===== src/verilog/vblfe_pkg.sv =====
// Purpose: shared constants and types of the vehicle bus line front end
// Assumes: one core clock of 20 MHz
// Notes:   offsets are host addresses on the multiplexed bus
package vblfe_pkg;
    // ------------------------------------------------------------
    // host map
    // ------------------------------------------------------------
    localparam logic [7:0] ADDR_CMD      = 8'h03;
    localparam logic [7:0] ADDR_IRQ_LO   = 8'h08;
    localparam logic [7:0] ADDR_IRQ_HI   = 8'h0b;
    localparam int         SOFT_RST_BIT  = 0;
    localparam logic [7:0] CMD_RESET_VAL = 8'h00;
    // ------------------------------------------------------------
    // timing
    // ------------------------------------------------------------
    localparam int         CLK_MHZ       = 20;
    localparam int         SETTLE_CYC    = 8;
    localparam int         SLOT_TICKS    = 16;
    localparam int         PULSE_TICKS   = 2;
    localparam int         SAMPLE_TICK   = 8;
    localparam int         EDGE_GUARD    = 2;
    localparam int         DECAY_SLOTS   = 256;
    localparam int         FAULT_W       = 8;
    // ------------------------------------------------------------
    // types
    // ------------------------------------------------------------
    typedef struct packed {
        logic       ale;
        logic       rd;
        logic       wr;
        logic       cs;
        logic [7:0] ad;
    } vblfe_host_in_t;

    typedef enum logic [3:0] {
        ENC_IDLE = 4'b0001,
        ENC_NRZ  = 4'b0010,
        ENC_MAN1 = 4'b0100,
        ENC_MAN2 = 4'b1000
    } vblfe_enc_state_t;
endpackage

===== src/verilog/vblfe_front_end.sv =====
// Purpose: host strobes, reset sequencing, prescaler and line interface
// Assumes: core_clk is the oscillator clock; pins synchronous to it
// Notes:   frame protocol and the main register map live outside
// Notes on behaviour
// RULE1 - strobe mode: write pin is read/write, read pin low, chip select is strobe
// RULE2 - external decoder raises the strobe only while the processor strobe is high
// RULE3 - access timed by command strobes, or by the enable strobe in strobe mode
// RULE4 - one active-low open-drain interrupt pin, sources set internally
// RULE5 - any access to 0x08..0x0B briefly releases the interrupt pin
// RULE6 - pin reset and soft reset bit at 0x03 combined into one reset
// RULE7 - internal reset asserts asynchronously, then waits eight clocks to settle; code holds in_reset for nine clocks after rst_b rises
// RULE8 - reset release is clocked; no clock keeps the device in reset
// RULE9 - buffered clock output follows the oscillator input, not inverted
// RULE10 - timeslot clock is oscillator divided by sixteen times n
// RULE11 - codes 0-7 give n 1..128, codes 8-15 give 1.5..192
// RULE12 - three line inputs, one output; input chosen by software or diagnosis
// RULE13 - diagnosis watches all inputs against each other and bit timing
// RULE14 - one recessive, zero dominant; own transmission is received back
// RULE15 - bitwise arbitration, collision leaves the winning message intact
// RULE16 - pulsed mode: dominant is low two prescaled clocks, recessive high
// RULE17 - pulsed mode decodes edges on first input only, no auto diagnosis
// RULE18 - pulsed mode loops transmit data back internally
// RULE19 - timeslot is sixteen prescaled clocks; pulsed mode replaces low slots
// RULE20 - buffered clock output driven only outside reset
// RULE21 - strobe high, read low, read/write low is a write; high is a read
// RULE22 - line data sent as three plain bits then one split-phase bit
// RULE23 - fault counts per input over a decaying window pick the best input
`timescale 1ns/1ns
`default_nettype none
module vblfe_front_end #(
    parameter int DIV_W = 4
) (
    // clock and reset
    input  wire logic                     core_clk,
    input  wire logic                     rst_b,
    // oscillator pins
    input  wire logic                     osc_in,
    output logic                          osc_out,
    output logic                          buffered_clk_out,
    // host bus
    input  wire vblfe_pkg::vblfe_host_in_t host_in,
    output logic [7:0]                    ad_out,
    output logic                          ad_oe_b,
    output logic                          int_out,
    output logic                          int_oe_b,
    // internal event and configuration
    input  wire logic                     irq_req,
    input  wire logic [DIV_W-1:0]         clk_div_code,
    input  wire logic                     pulsed_mode,
    input  wire logic                     rx_auto,
    input  wire logic [1:0]               rx_manual_sel,
    // transmit bit stream
    input  wire logic                     tx_valid,
    input  wire logic                     tx_bit,
    output logic                          tx_ready,
    // line pins
    input  wire logic                     line_in_a,
    input  wire logic                     line_in_b,
    input  wire logic                     line_in_c,
    output logic                          tx_out,
    output logic                          tx_oe_b,
    // receive and status
    output logic                          timeslot_clock,
    output logic                          rx_slot_valid,
    output logic                          rx_slot_level,
    output logic                          arb_lost,
    output logic [1:0]                    rx_active_sel,
    output logic                          in_reset
);
    // ------------------------------------------------------------
    // reset sequencing
    // ------------------------------------------------------------
    logic       soft_req_reg;
    logic [3:0] settle_reg;
    logic       hold_reg;
    logic       rst_core_b;

    // soft request restarts the same settle count as the pin
    always_ff @(posedge core_clk or negedge rst_b) begin
        if (!rst_b) begin
            settle_reg <= 4'h0; // RULE7
            hold_reg   <= 1'b1;
        end else if (soft_req_reg) begin
            settle_reg <= 4'h0; // RULE6
            hold_reg   <= 1'b1;
        end else if (settle_reg != 4'(vblfe_pkg::SETTLE_CYC)) begin
            settle_reg <= settle_reg + 4'h1; // RULE7
        end else begin
            hold_reg   <= 1'b0; // RULE8
        end
    end
    assign rst_core_b = rst_b & ~hold_reg; // RULE6
    assign in_reset   = hold_reg;

    // ------------------------------------------------------------
    // oscillator pins
    // ------------------------------------------------------------
    assign osc_out          = ~osc_in;
    assign buffered_clk_out = osc_in & ~hold_reg; // RULE9 RULE20

    // ------------------------------------------------------------
    // host bus
    // ------------------------------------------------------------
    logic [7:0] addr_reg;
    logic [7:0] cmd_reg;
    logic       acc_wr;
    logic       acc_rd;
    logic       wr_prev_reg;
    logic [7:0] wdata_reg;
    logic       irq_hit;
    logic       release_reg;

    // access decode straight from the pin table
    assign acc_rd = host_in.cs & ~host_in.rd & host_in.wr; // RULE1 RULE21
    assign acc_wr = host_in.cs & ~host_in.wr; // RULE1 RULE21

    always_ff @(posedge core_clk or negedge rst_core_b) begin
        if (!rst_core_b) begin
            addr_reg <= 8'h00;
        end else if (host_in.ale) begin
            addr_reg <= host_in.ad;
        end
    end

    // write data held while the strobe is up, committed when it drops
    always_ff @(posedge core_clk or negedge rst_core_b) begin
        if (!rst_core_b) begin
            wr_prev_reg <= 1'b0;
            wdata_reg   <= 8'h00;
        end else begin
            wr_prev_reg <= acc_wr;
            if (acc_wr) begin
                wdata_reg <= host_in.ad; // RULE3
            end
        end
    end

    always_ff @(posedge core_clk or negedge rst_core_b) begin
        if (!rst_core_b) begin
            cmd_reg      <= vblfe_pkg::CMD_RESET_VAL;
            soft_req_reg <= 1'b0;
        end else if (wr_prev_reg && !acc_wr && addr_reg == vblfe_pkg::ADDR_CMD) begin
            cmd_reg      <= wdata_reg; // RULE3
            soft_req_reg <= wdata_reg[vblfe_pkg::SOFT_RST_BIT]; // RULE6
        end
    end

    always_ff @(posedge core_clk or negedge rst_core_b) begin
        if (!rst_core_b) begin
            ad_out <= 8'h00;
        end else if (addr_reg == vblfe_pkg::ADDR_CMD) begin
            ad_out <= cmd_reg & ~(8'h01 << vblfe_pkg::SOFT_RST_BIT);
        end else begin
            ad_out <= 8'h00;
        end
    end
    assign ad_oe_b = ~(acc_rd & ~hold_reg);

    // release lasts the access plus one clock so edge hosts see a rise
    assign irq_hit = (acc_rd | acc_wr) && addr_reg >= vblfe_pkg::ADDR_IRQ_LO
                     && addr_reg <= vblfe_pkg::ADDR_IRQ_HI;
    always_ff @(posedge core_clk or negedge rst_core_b) begin
        if (!rst_core_b) begin
            release_reg <= 1'b0;
        end else begin
            release_reg <= irq_hit; // RULE5
        end
    end
    assign int_out  = 1'b0;
    assign int_oe_b = ~(irq_req & ~irq_hit & ~release_reg & ~hold_reg); // RULE4 RULE5

    // ------------------------------------------------------------
    // prescaler and timeslot
    // ------------------------------------------------------------
    function automatic logic [9:0] div_halves(input logic [DIV_W-1:0] code);
        logic [9:0] base;
        base = 10'h002 << code[2:0];
        return code[3] ? (base + (base >> 1)) : base; // RULE11
    endfunction

    logic [9:0] acc_reg;
    logic       presc_tick;
    logic [3:0] slot_reg;
    logic       slot_end;

    // half-clock accumulator keeps the 1.5 family on average rate
    assign presc_tick = (acc_reg + 10'h002) >= div_halves(clk_div_code);
    always_ff @(posedge core_clk or negedge rst_core_b) begin
        if (!rst_core_b) begin
            acc_reg <= 10'h000;
        end else if (presc_tick) begin
            acc_reg <= acc_reg + 10'h002 - div_halves(clk_div_code); // RULE10
        end else begin
            acc_reg <= acc_reg + 10'h002;
        end
    end

    assign slot_end = presc_tick && slot_reg == 4'(vblfe_pkg::SLOT_TICKS - 1);
    always_ff @(posedge core_clk or negedge rst_core_b) begin
        if (!rst_core_b) begin
            slot_reg <= 4'h0;
        end else if (presc_tick) begin
            slot_reg <= slot_reg + 4'h1; // RULE19 RULE10
        end
    end
    assign timeslot_clock = slot_reg[3];

    // ------------------------------------------------------------
    // transmit encoder
    // ------------------------------------------------------------
    vblfe_pkg::vblfe_enc_state_t enc_reg;
    logic [1:0] grp_reg;
    logic       bit_reg;
    logic       slot_lvl;

    assign tx_ready = slot_end && (enc_reg == vblfe_pkg::ENC_IDLE
                      || enc_reg == vblfe_pkg::ENC_NRZ || enc_reg == vblfe_pkg::ENC_MAN2);

    always_ff @(posedge core_clk or negedge rst_core_b) begin
        if (!rst_core_b) begin
            enc_reg <= vblfe_pkg::ENC_IDLE;
            grp_reg <= 2'h0;
            bit_reg <= 1'b1;
        end else if (slot_end) begin
            unique case (enc_reg)
                vblfe_pkg::ENC_MAN1: begin
                    enc_reg <= vblfe_pkg::ENC_MAN2; // RULE22
                end
                default: begin
                    if (tx_valid) begin
                        bit_reg <= tx_bit;
                        grp_reg <= grp_reg + 2'h1;
                        enc_reg <= (grp_reg == 2'h3) ? vblfe_pkg::ENC_MAN1
                                                     : vblfe_pkg::ENC_NRZ; // RULE22
                    end else begin
                        enc_reg <= vblfe_pkg::ENC_IDLE;
                        grp_reg <= 2'h0;
                    end
                end
            endcase
        end
    end

    // split-phase bit sends its value then the complement
    always_comb begin
        slot_lvl = 1'b1;
        unique case (enc_reg)
            vblfe_pkg::ENC_IDLE: slot_lvl = 1'b1;
            vblfe_pkg::ENC_NRZ:  slot_lvl = bit_reg;
            vblfe_pkg::ENC_MAN1: slot_lvl = bit_reg;
            vblfe_pkg::ENC_MAN2: slot_lvl = ~bit_reg;
        endcase
    end

    always_ff @(posedge core_clk or negedge rst_core_b) begin
        if (!rst_core_b) begin
            tx_out <= 1'b1;
        end else if (pulsed_mode) begin
            tx_out <= slot_lvl | (slot_reg >= 4'(vblfe_pkg::PULSE_TICKS)); // RULE16 RULE19
        end else begin
            tx_out <= slot_lvl; // RULE14
        end
    end
    assign tx_oe_b = hold_reg;

    // ------------------------------------------------------------
    // input diagnosis
    // ------------------------------------------------------------
    logic [2:0] line_vec;
    logic [2:0] line_prev_reg;
    logic       majority;
    logic [7:0] decay_reg;
    logic [vblfe_pkg::FAULT_W-1:0] fault_reg [3];
    logic       edge_bad;

    assign line_vec = {line_in_c, line_in_b, line_in_a};
    assign majority = (line_vec[0] & line_vec[1]) | (line_vec[1] & line_vec[2])
                      | (line_vec[0] & line_vec[2]);
    assign edge_bad = slot_reg >= 4'(vblfe_pkg::EDGE_GUARD)
                      && slot_reg < 4'(vblfe_pkg::SLOT_TICKS - vblfe_pkg::EDGE_GUARD);

    always_ff @(posedge core_clk or negedge rst_core_b) begin
        if (!rst_core_b) begin
            line_prev_reg <= 3'h7;
            decay_reg     <= 8'h00;
        end else begin
            line_prev_reg <= line_vec;
            if (slot_end) begin
                decay_reg <= decay_reg + 8'h01;
            end
        end
    end

    // window slides by halving every count once per decay period
    for (genvar i = 0; i < 3; i++) begin : g_diag
        always_ff @(posedge core_clk or negedge rst_core_b) begin
            if (!rst_core_b) begin
                fault_reg[i] <= '0;
            end else if (slot_end && decay_reg == 8'(vblfe_pkg::DECAY_SLOTS - 1)) begin
                fault_reg[i] <= fault_reg[i] >> 1; // RULE23
            end else if (fault_reg[i] != '1 && ((presc_tick && slot_reg ==
                         4'(vblfe_pkg::SAMPLE_TICK) && line_vec[i] != majority)
                         || (line_vec[i] != line_prev_reg[i] && edge_bad))) begin
                fault_reg[i] <= fault_reg[i] + 1'b1; // RULE13 RULE23
            end
        end
    end

    // in auto mode selection moves only at slot boundaries to avoid mid-slot glitches; manual and pulsed mode apply each clock
    always_ff @(posedge core_clk or negedge rst_core_b) begin
        if (!rst_core_b) begin
            rx_active_sel <= 2'h0;
        end else if (pulsed_mode) begin
            rx_active_sel <= 2'h0; // RULE17
        end else if (!rx_auto) begin
            rx_active_sel <= rx_manual_sel; // RULE12
        end else if (slot_end) begin
            if (fault_reg[0] <= fault_reg[1] && fault_reg[0] <= fault_reg[2]) begin
                rx_active_sel <= 2'h0; // RULE13
            end else if (fault_reg[1] <= fault_reg[2]) begin
                rx_active_sel <= 2'h1;
            end else begin
                rx_active_sel <= 2'h2;
            end
        end
    end

    // ------------------------------------------------------------
    // receive and arbitration
    // ------------------------------------------------------------
    logic rx_pin;
    logic pulse_seen_reg;
    logic rx_level;

    assign rx_pin = (rx_active_sel == 2'h2) ? line_in_c
                  : (rx_active_sel == 2'h1) ? line_in_b : line_in_a; // RULE12

    // a falling edge anywhere in the slot marks it dominant
    always_ff @(posedge core_clk or negedge rst_core_b) begin
        if (!rst_core_b) begin
            pulse_seen_reg <= 1'b0;
        end else if (slot_end) begin
            pulse_seen_reg <= line_prev_reg[0] && !line_in_a; // RULE17
        end else if ((line_prev_reg[0] && !line_in_a) || !slot_lvl) begin
            pulse_seen_reg <= 1'b1; // RULE17 RULE18
        end
    end
    assign rx_level = pulsed_mode ? ~pulse_seen_reg : rx_pin;

    always_ff @(posedge core_clk or negedge rst_core_b) begin
        if (!rst_core_b) begin
            rx_slot_valid <= 1'b0;
            rx_slot_level <= 1'b1;
            arb_lost      <= 1'b0;
        end else begin
            rx_slot_valid <= 1'b0;
            arb_lost      <= 1'b0;
            if (pulsed_mode ? slot_end : (presc_tick &&
                slot_reg == 4'(vblfe_pkg::SAMPLE_TICK))) begin
                rx_slot_valid <= 1'b1; // RULE14
                rx_slot_level <= rx_level;
                arb_lost      <= slot_lvl & ~rx_level; // RULE15
            end
        end
    end
endmodule // vblfe_front_end
`default_nettype wire


===== config.mk =====
export PLATFORM = sky130hd
export DESIGN_NAME = vblfe_front_end
export DESIGN_NICKNAME = d
export VERILOG_FILES = /design/src/verilog/vblfe_pkg.sv /design/src/verilog/vblfe_front_end.sv
export SDC_FILE = /design/constraint.sdc
export NUM_CORES = 1
export LEC_CHECK = 0
export BUFFER_PORTS_ARGS = -buffer_cell sky130_fd_sc_hd__buf_4
export CAP_MARGIN = 0
export CORE_ASPECT_RATIO = 0.75
export CORE_UTILIZATION = 40
export CTS_BUF_LIST = sky130_fd_sc_hd__clkbuf_8
export DETAILED_ROUTE_END_ITERATION = 10
export PLACE_DENSITY = 0.55
export SLEW_MARGIN = 20
export SYNTH_ARGS = -nofsm -noshare
export SYNTH_HDL_FRONTEND = slang
export SYNTH_SLANG_ARGS = --single-unit
export TNS_END_PERCENT = 100

===== constraint.sdc =====
create_clock -name core_clk -period 14.1 [get_ports core_clk]
set_input_delay 1.41 -clock core_clk [delete_from_list [all_inputs] [get_ports core_clk]]
set_output_delay 1.41 -clock core_clk [all_outputs]
set_load 0.03 [all_outputs]

==> out/metrics.cfg, run 1 <==
[synthesis]
seq_area_frac_synth = 0.416
synth_area_leaders = dfrtp_1 (38%), ha_1 (10%), nand2_1 (4.6%)
synth_area_um2 = 6100
synth_cells = 637
synth_ff_type = dfrtp_1
synth_edf_count = 0
ys_types = 63
synth_warnings = 0
synth_area_per_cell_um2 = 9.58
synth-seq-cells = 101
synthArstFlopShare = 1.00
yosysMostFrequentCell = dfrtp_1
synth_common_cells = dfrtp_1 (93), nand2_1 (75), ha_1 (51)
synth_top_area_frac = 0.382
synth_area_leader_cell = dfrtp_1

[sta]
min_period_ps = 6530
slew_viol_final = 0
finalHoldViolCount = 0
period_share = 0.463
fin_worst_skew_ps = 9.32
maxSlewHeadroom = 0.401
finalSetupViolCount = 0
tns_ps = 0
worst_pin_slew_ps = 896
max_freq_mhz = 153
rsz0062_at_grt = false

[routing]
routed_wl_um = 13200
drt_iter0_drc = 289
num_vias = 4595
wl_per_cell_um = 14.8
ant_nets = 0
drc = 0
dr.pass1.iters = 4
routed_via_density = 5.18

[critical_path]
path_cells = buf_4, nor3b_1, ha_1, a21o_1, a21o_1, o31ai_1, a22oi_1, ha_1, nand3_1, nor2_2, o21ai_2, nand2_1, nand2_1, nor3_1, buf_4
slowest_stage = nor3b_1
setup.worst_path.end_class = output pin
rr_worst_depth = 12
r2r-start = acc_reg[1]$_DFF_PN0_
crit_arrival_ps = 5120
required_ps = 12690
critPathKind = in2out
start_kind = input pin
worstPathMaxFanout = 21
critical-path-max-stage-delay_ps = 540
rr_endpoint = acc_reg[9]$_DFF_PN0_
reg2reg_setup_slack_ps = 10550

[placement]
gp_congestion = 0.808
numPortBuffers = 49
dp.final_hpwl_um = 9870
place_area_um2 = 6650

[run_status]
status = completed

[die]
design.core.area_um2 = 14700
die-area_um2 = 15800
die_w_um = 145
start_util = 0.415
ios = 52
die_y_um = 109
rows = 38

[cells_and_area]
largest_reg_flops = 24
stdcell_area_um2 = 6840
syn_to_final_growth_pct = 12.1
final_nets = 764
antenna_cells = 0
drive_above_1_share = 0.162

[clocking]
cts_made_buffers = 9
cts_resized = 0
clock_path_buffers = 2
clockRootBuffer = clkbuf_8
cts.sinks = 101
clk_latency_ps = 390
cts_hold_buffers = 0
cts_htree_levels = 3
cts_setup_buffers = 0
clk_pin_slew_worst_paths_ps = 100
tritoncts = done

[power_and_ir_drop]
p_per_area_nw_per_um2 = 190
leakage_nw = 3.21
ir_drop_v = 0.0000669

[global_routing]
globalRouteOverflowTotal = 0
track_usage = 0.184
grt_pass1_wl_um = 22300
grt_max_degree = 57
antenna_found_initial = 0
grt_pass1_vias = 4430

[job]
drv_cap = 0

[worst_hold_path]
whs_endpoint = decay_reg[7]$_DFFE_PN0P_
hp-start = decay_reg[7]$_DFFE_PN0P_
holdPathStages = 1
hold_class = reg2reg

area by class of cell:
| type | instances | area (um^2) |
|---|---|---|
| clock buffer | 9 | 124 |
| clock inverter | 7 | 63.8 |
| fill | 1385 | 7860 |
| inverter | 32 | 120 |
| multi-input combinational | 487 | 3360 |
| sequential | 101 | 2540 |
| tap | 200 | 250 |
| timing repair buffer | 51 | 383 |
power breakdown:
part           switching [W]  total [W]  internal, W
logic               0.000382   0.000651     0.000270
clock network       0.000113   0.000182    0.0000685
registers          0.0000959   0.000467     0.000372
total               0.000591    0.00130     0.000710
critical path, delay by kind of cell:
family                   cells  cell delay (ps)
AO/OA/AOI/OAI                5              850
buffers and inverters        2              330
AND/OR/NAND/NOR              6             1790
adder cells (fa/ha/maj)      2              720
layer usage:
layer,vias to the layer above,global-route usage,share of wire
met2,73,0.263,0.40
met1,2177,0.276,0.55
met3,8,0.0479,0.043
met4,0,0.0353,0.0060
li1,2337,-,-
met5,-,0,0
logic make-up (layout without fill, tap and decap cells):
logic type	after synthesis	after routing	synth area share
xor gates and xnor gates	41	41	0.0589
muxes	28	28	0.0505
DFF	101	101	0.416
buffers and inverters	50	99	0.0353
other	1	2	0.000615
and+or+nand+nor	229	229	0.186
AOI/OAI and AO/OA	134	134	0.141
adders and majority gates	53	53	0.111
how the worst max path moves through the flow:
stage | slack, ps | to | cells past startpoint | start
after floorplan | 6830 | acc_reg[0]$_DFFE_PN0N_ | 1 | rst_b
after global placement | 7770 | tx_ready | 15 | clk_div_code[1]
after detailed placement | 7570 | tx_ready | 15 | clk_div_code[0]
after CTS | 7550 | tx_ready | 15 | clk_div_code[0]
after global routing | 7200 | tx_ready | 15 | clk_div_code[0]
final | 7570 | tx_ready | 15 | clk_div_code[0]
layout by cell type, fill, tap and decap left out, types with 9 or more instances in the layout:
cell      count
and2_1        9
mux2_2       22
nor2_1       41
nor2b_1      11
ha_1         51
buf_4        51
o21ai_0      37
dfrtp_1      93
nor3_1       13
a21oi_1      32
xnor2_1      22
nand4_1      13
and3_1       12
inv_1        31
nand2b_1     10
nand3_1      18
xor2_1       19
a21o_1       10
a31oi_1      11
nand2_1      75
clkbuf_8      9
metrics by stage:
stage	instances	worst slack (ps)	power [W]	util	hold WS (ps)
after floorplan	638	6830	0.000956	-	440
after global placement	871	7770	0.00110	0.453	455
after detailed placement	871	7570	0.00112	0.453	457
after CTS	887	7550	0.00131	0.465	480
after global routing	887	7200	0.00143	0.465	500
final	887	7570	0.00130	0.465	477
Note: power is estimated with default switching activity, not from simulation.
==> run 2: changes to the inputs <==
- ABC_AREA: unset -> 1
- clock period: 14.1 -> 6.4 ns (I/O delays scaled with it)
==> out/metrics.cfg, run 2 <==
[placement]
place_area_um2 = 6970
gp_congestion = 0.870
dp.final_hpwl_um = 10900
dp_slack_ps = 1670
numPortBuffers = 49

[synthesis]
ys_types = 43
yosysMostFrequentCell = nand2_1
synth_area_leaders = dfrtp_1 (36%), nand2_1 (12%), ha_1 (9.9%)
synth-seq-cells = 101
synth_area_um2 = 6430
synth_area_per_cell_um2 = 7.87
seq_area_frac_synth = 0.395
synth_area_leader_cell = dfrtp_1
synthArstFlopShare = 1.00
synth_cells = 817
synth_common_cells = nand2_1 (208), inv_1 (107), dfrtp_1 (93)
synth_top_area_frac = 0.362
synth_warnings = 0
synth_edf_count = 0
synth_ff_type = dfrtp_1

[cells_and_area]
stdcell_area_um2 = 7190
largest_reg_flops = 24
final_cell_mix = nand2_1 (208), inv_1 (107), dfrtp_1 (93)
final_nets = 945
final_common_cell = nand2_1
syn_to_final_growth_pct = 11.8
drive_above_1_share = 0.123
antenna_cells = 0
fin_util = 0.465

[worst_hold_path]
hp-start = line_in_b
hold_class = in2reg

[global_routing]
antenna_found_initial = 0
globalRouteOverflowTotal = 0
grt_pass1_wl_um = 24600
grt_pass1_vias = 4995
track_usage = 0.186
grt_max_degree = 68

[job]
drv_cap = 0

[sta]
rsz0062_at_grt = false
period_share = 0.706
fin_worst_skew_ps = 13.7
min_period_ps = 4520
slew_viol_final = 0
finalSetupViolCount = 0
tns_ps = 0
worst_pin_slew_ps = 1030
finalHoldViolCount = 0
maxSlewHeadroom = 0.307
setup_ws_ps = 1880
max_freq_mhz = 221

[die]
start_util = 0.416
die_w_um = 148
ios = 52
die-area_um2 = 16600
die_y_um = 112
design.core.area_um2 = 15500
rows = 39

[critical_path]
path_common_cell = nand2_1
r2r-start = acc_reg[1]$_DFF_PN0_
endpoint = tx_ready
cp_top_family = simple AND/OR/NAND/NOR gates
crit_arrival_ps = 3880
rr_endpoint = fault_reg[11]$_DFFE_PN0P_
cp.depth = 18
cp_num_buf_inv = 3
start_kind = input pin
critPathKind = in2out
path_cells = buf_4, nor3_1, ha_1, a21oi_1, o22ai_1, o21ai_0, nand2_1, o21ai_0, ha_1, nand2_1, inv_1, nand2_1, nand2_1, nand2_1, nand4_4, nand2_2, a31oi_1, buf_4
slowest_stage = nor3_1
critical-path-max-stage-delay_ps = 520
rr_worst_depth = 16
required_ps = 5760
reg2reg_setup_slack_ps = 2360
worstPathMaxFanout = 17
setup.worst_path.end_class = output pin
crit_path_start = clk_div_code[0]

[clocking]
clockRootBuffer = clkbuf_8
clk_pin_slew_worst_paths_ps = 100
cts_htree_levels = 3
tritoncts = done
cts_made_buffers = 9
clock_path_buffers = 2
cts_setup_buffers = 0
clk_latency_ps = 390
cts.sinks = 101

[run_status]
status = completed

[routing]
ant_nets = 0
routed_via_density = 4.87
drc = 0
num_vias = 5223
drt_iter0_drc = 320
routed_wl_um = 14100
wl_per_cell_um = 13.2
dr.pass1.iters = 5

[power_and_ir_drop]
ir_drop_v = 0.000151
leakage_nw = 3.66
p_per_area_nw_per_um2 = 404

## run 2: kinds of logic (layout without fill, tap and decap cells)
| group | Yosys count | count (layout) | share of synthesized area |
|---|---|---|---|
| other cells | 1 | 2 | 0.000583 |
| mux | 3 | 3 | 0.00525 |
| flops | 101 | 101 | 0.395 |
| compound gates | 112 | 112 | 0.0963 |
| xor+xnor | 43 | 43 | 0.0586 |
| simple gates | 376 | 376 | 0.258 |
| fa+ha+maj | 53 | 53 | 0.105 |
| buf+inv | 128 | 178 | 0.0813 |
## run 2: how the worst min path moves through the flow
stage,cells past startpoint,slack [ps],endpoint
final,1,380,line_prev_reg[1]$_DFF_PN1_
after global routing,1,350,line_prev_reg[1]$_DFF_PN1_
after global placement,1,450,settle_reg[2]$_DFFE_PN0P_
after floorplan,0,340,settle_reg[0]$_DFFE_PN0P_
after CTS,1,2,settle_reg[0]$_DFFE_PN0P_
after detailed placement,1,450,settle_reg[0]$_DFFE_PN0P_
## run 2: per-stage QoR
stage	instances	total power, W	hold WS (ps)
after global placement	1056	0.00245	447
final	1073	0.00290	378
after detailed placement	1056	0.00250	449
after CTS	1072	0.00294	1.95
after floorplan	818	0.00212	344
after global routing	1073	0.00324	349
## run 2: worst register-to-register path, stage by stage (launching register included)
cell and delay (ps):
dfrtp_1 450, ha_1 210, nand3_1 120, nand3b_1 210, nand3b_1 190, xor2_1 250, inv_1 90, ha_1 350
nand2_1 120, inv_1 70, a21oi_2 190, nand4_4 270, nand3_2 610, buf_4 410, nand2_1 250, nand2_1 120
nand2_1 50
## run 2: power by group
part	switching [W]	leakage [nW]	internal, W
sequential	0.000175	1.29	0.000805
combinational	0.000938	2.27	0.000561
clock	0.000264	0.106	0.000160
## run 2: per-layer routing
metal / track usage / vias up / share of wire
met2: 0.271 / 70 / 0.41
met5: 0 / - / 0
li1: - / 2724 / -
met4: 0.0344 / 0 / 0.0073
met1: 0.282 / 2419 / 0.54
met3: 0.0418 / 10 / 0.035
## run 2: area by class of cell
cell class | instances | area [um^2]
fillers | 1519 | 8280
multi-input cells | 589 | 3380
flip-flops and latches | 101 | 2540
inverters | 110 | 413
repair buffers | 52 | 393
well taps | 205 | 256
clock buffers | 9 | 124
clock inverters | 7 | 83.8
## run 2: what timing repair did
action | CTS | global route
resized for setup | 0 | 0
hold buffers | 0 | 1
hold endpoints to repair | 0 | 1
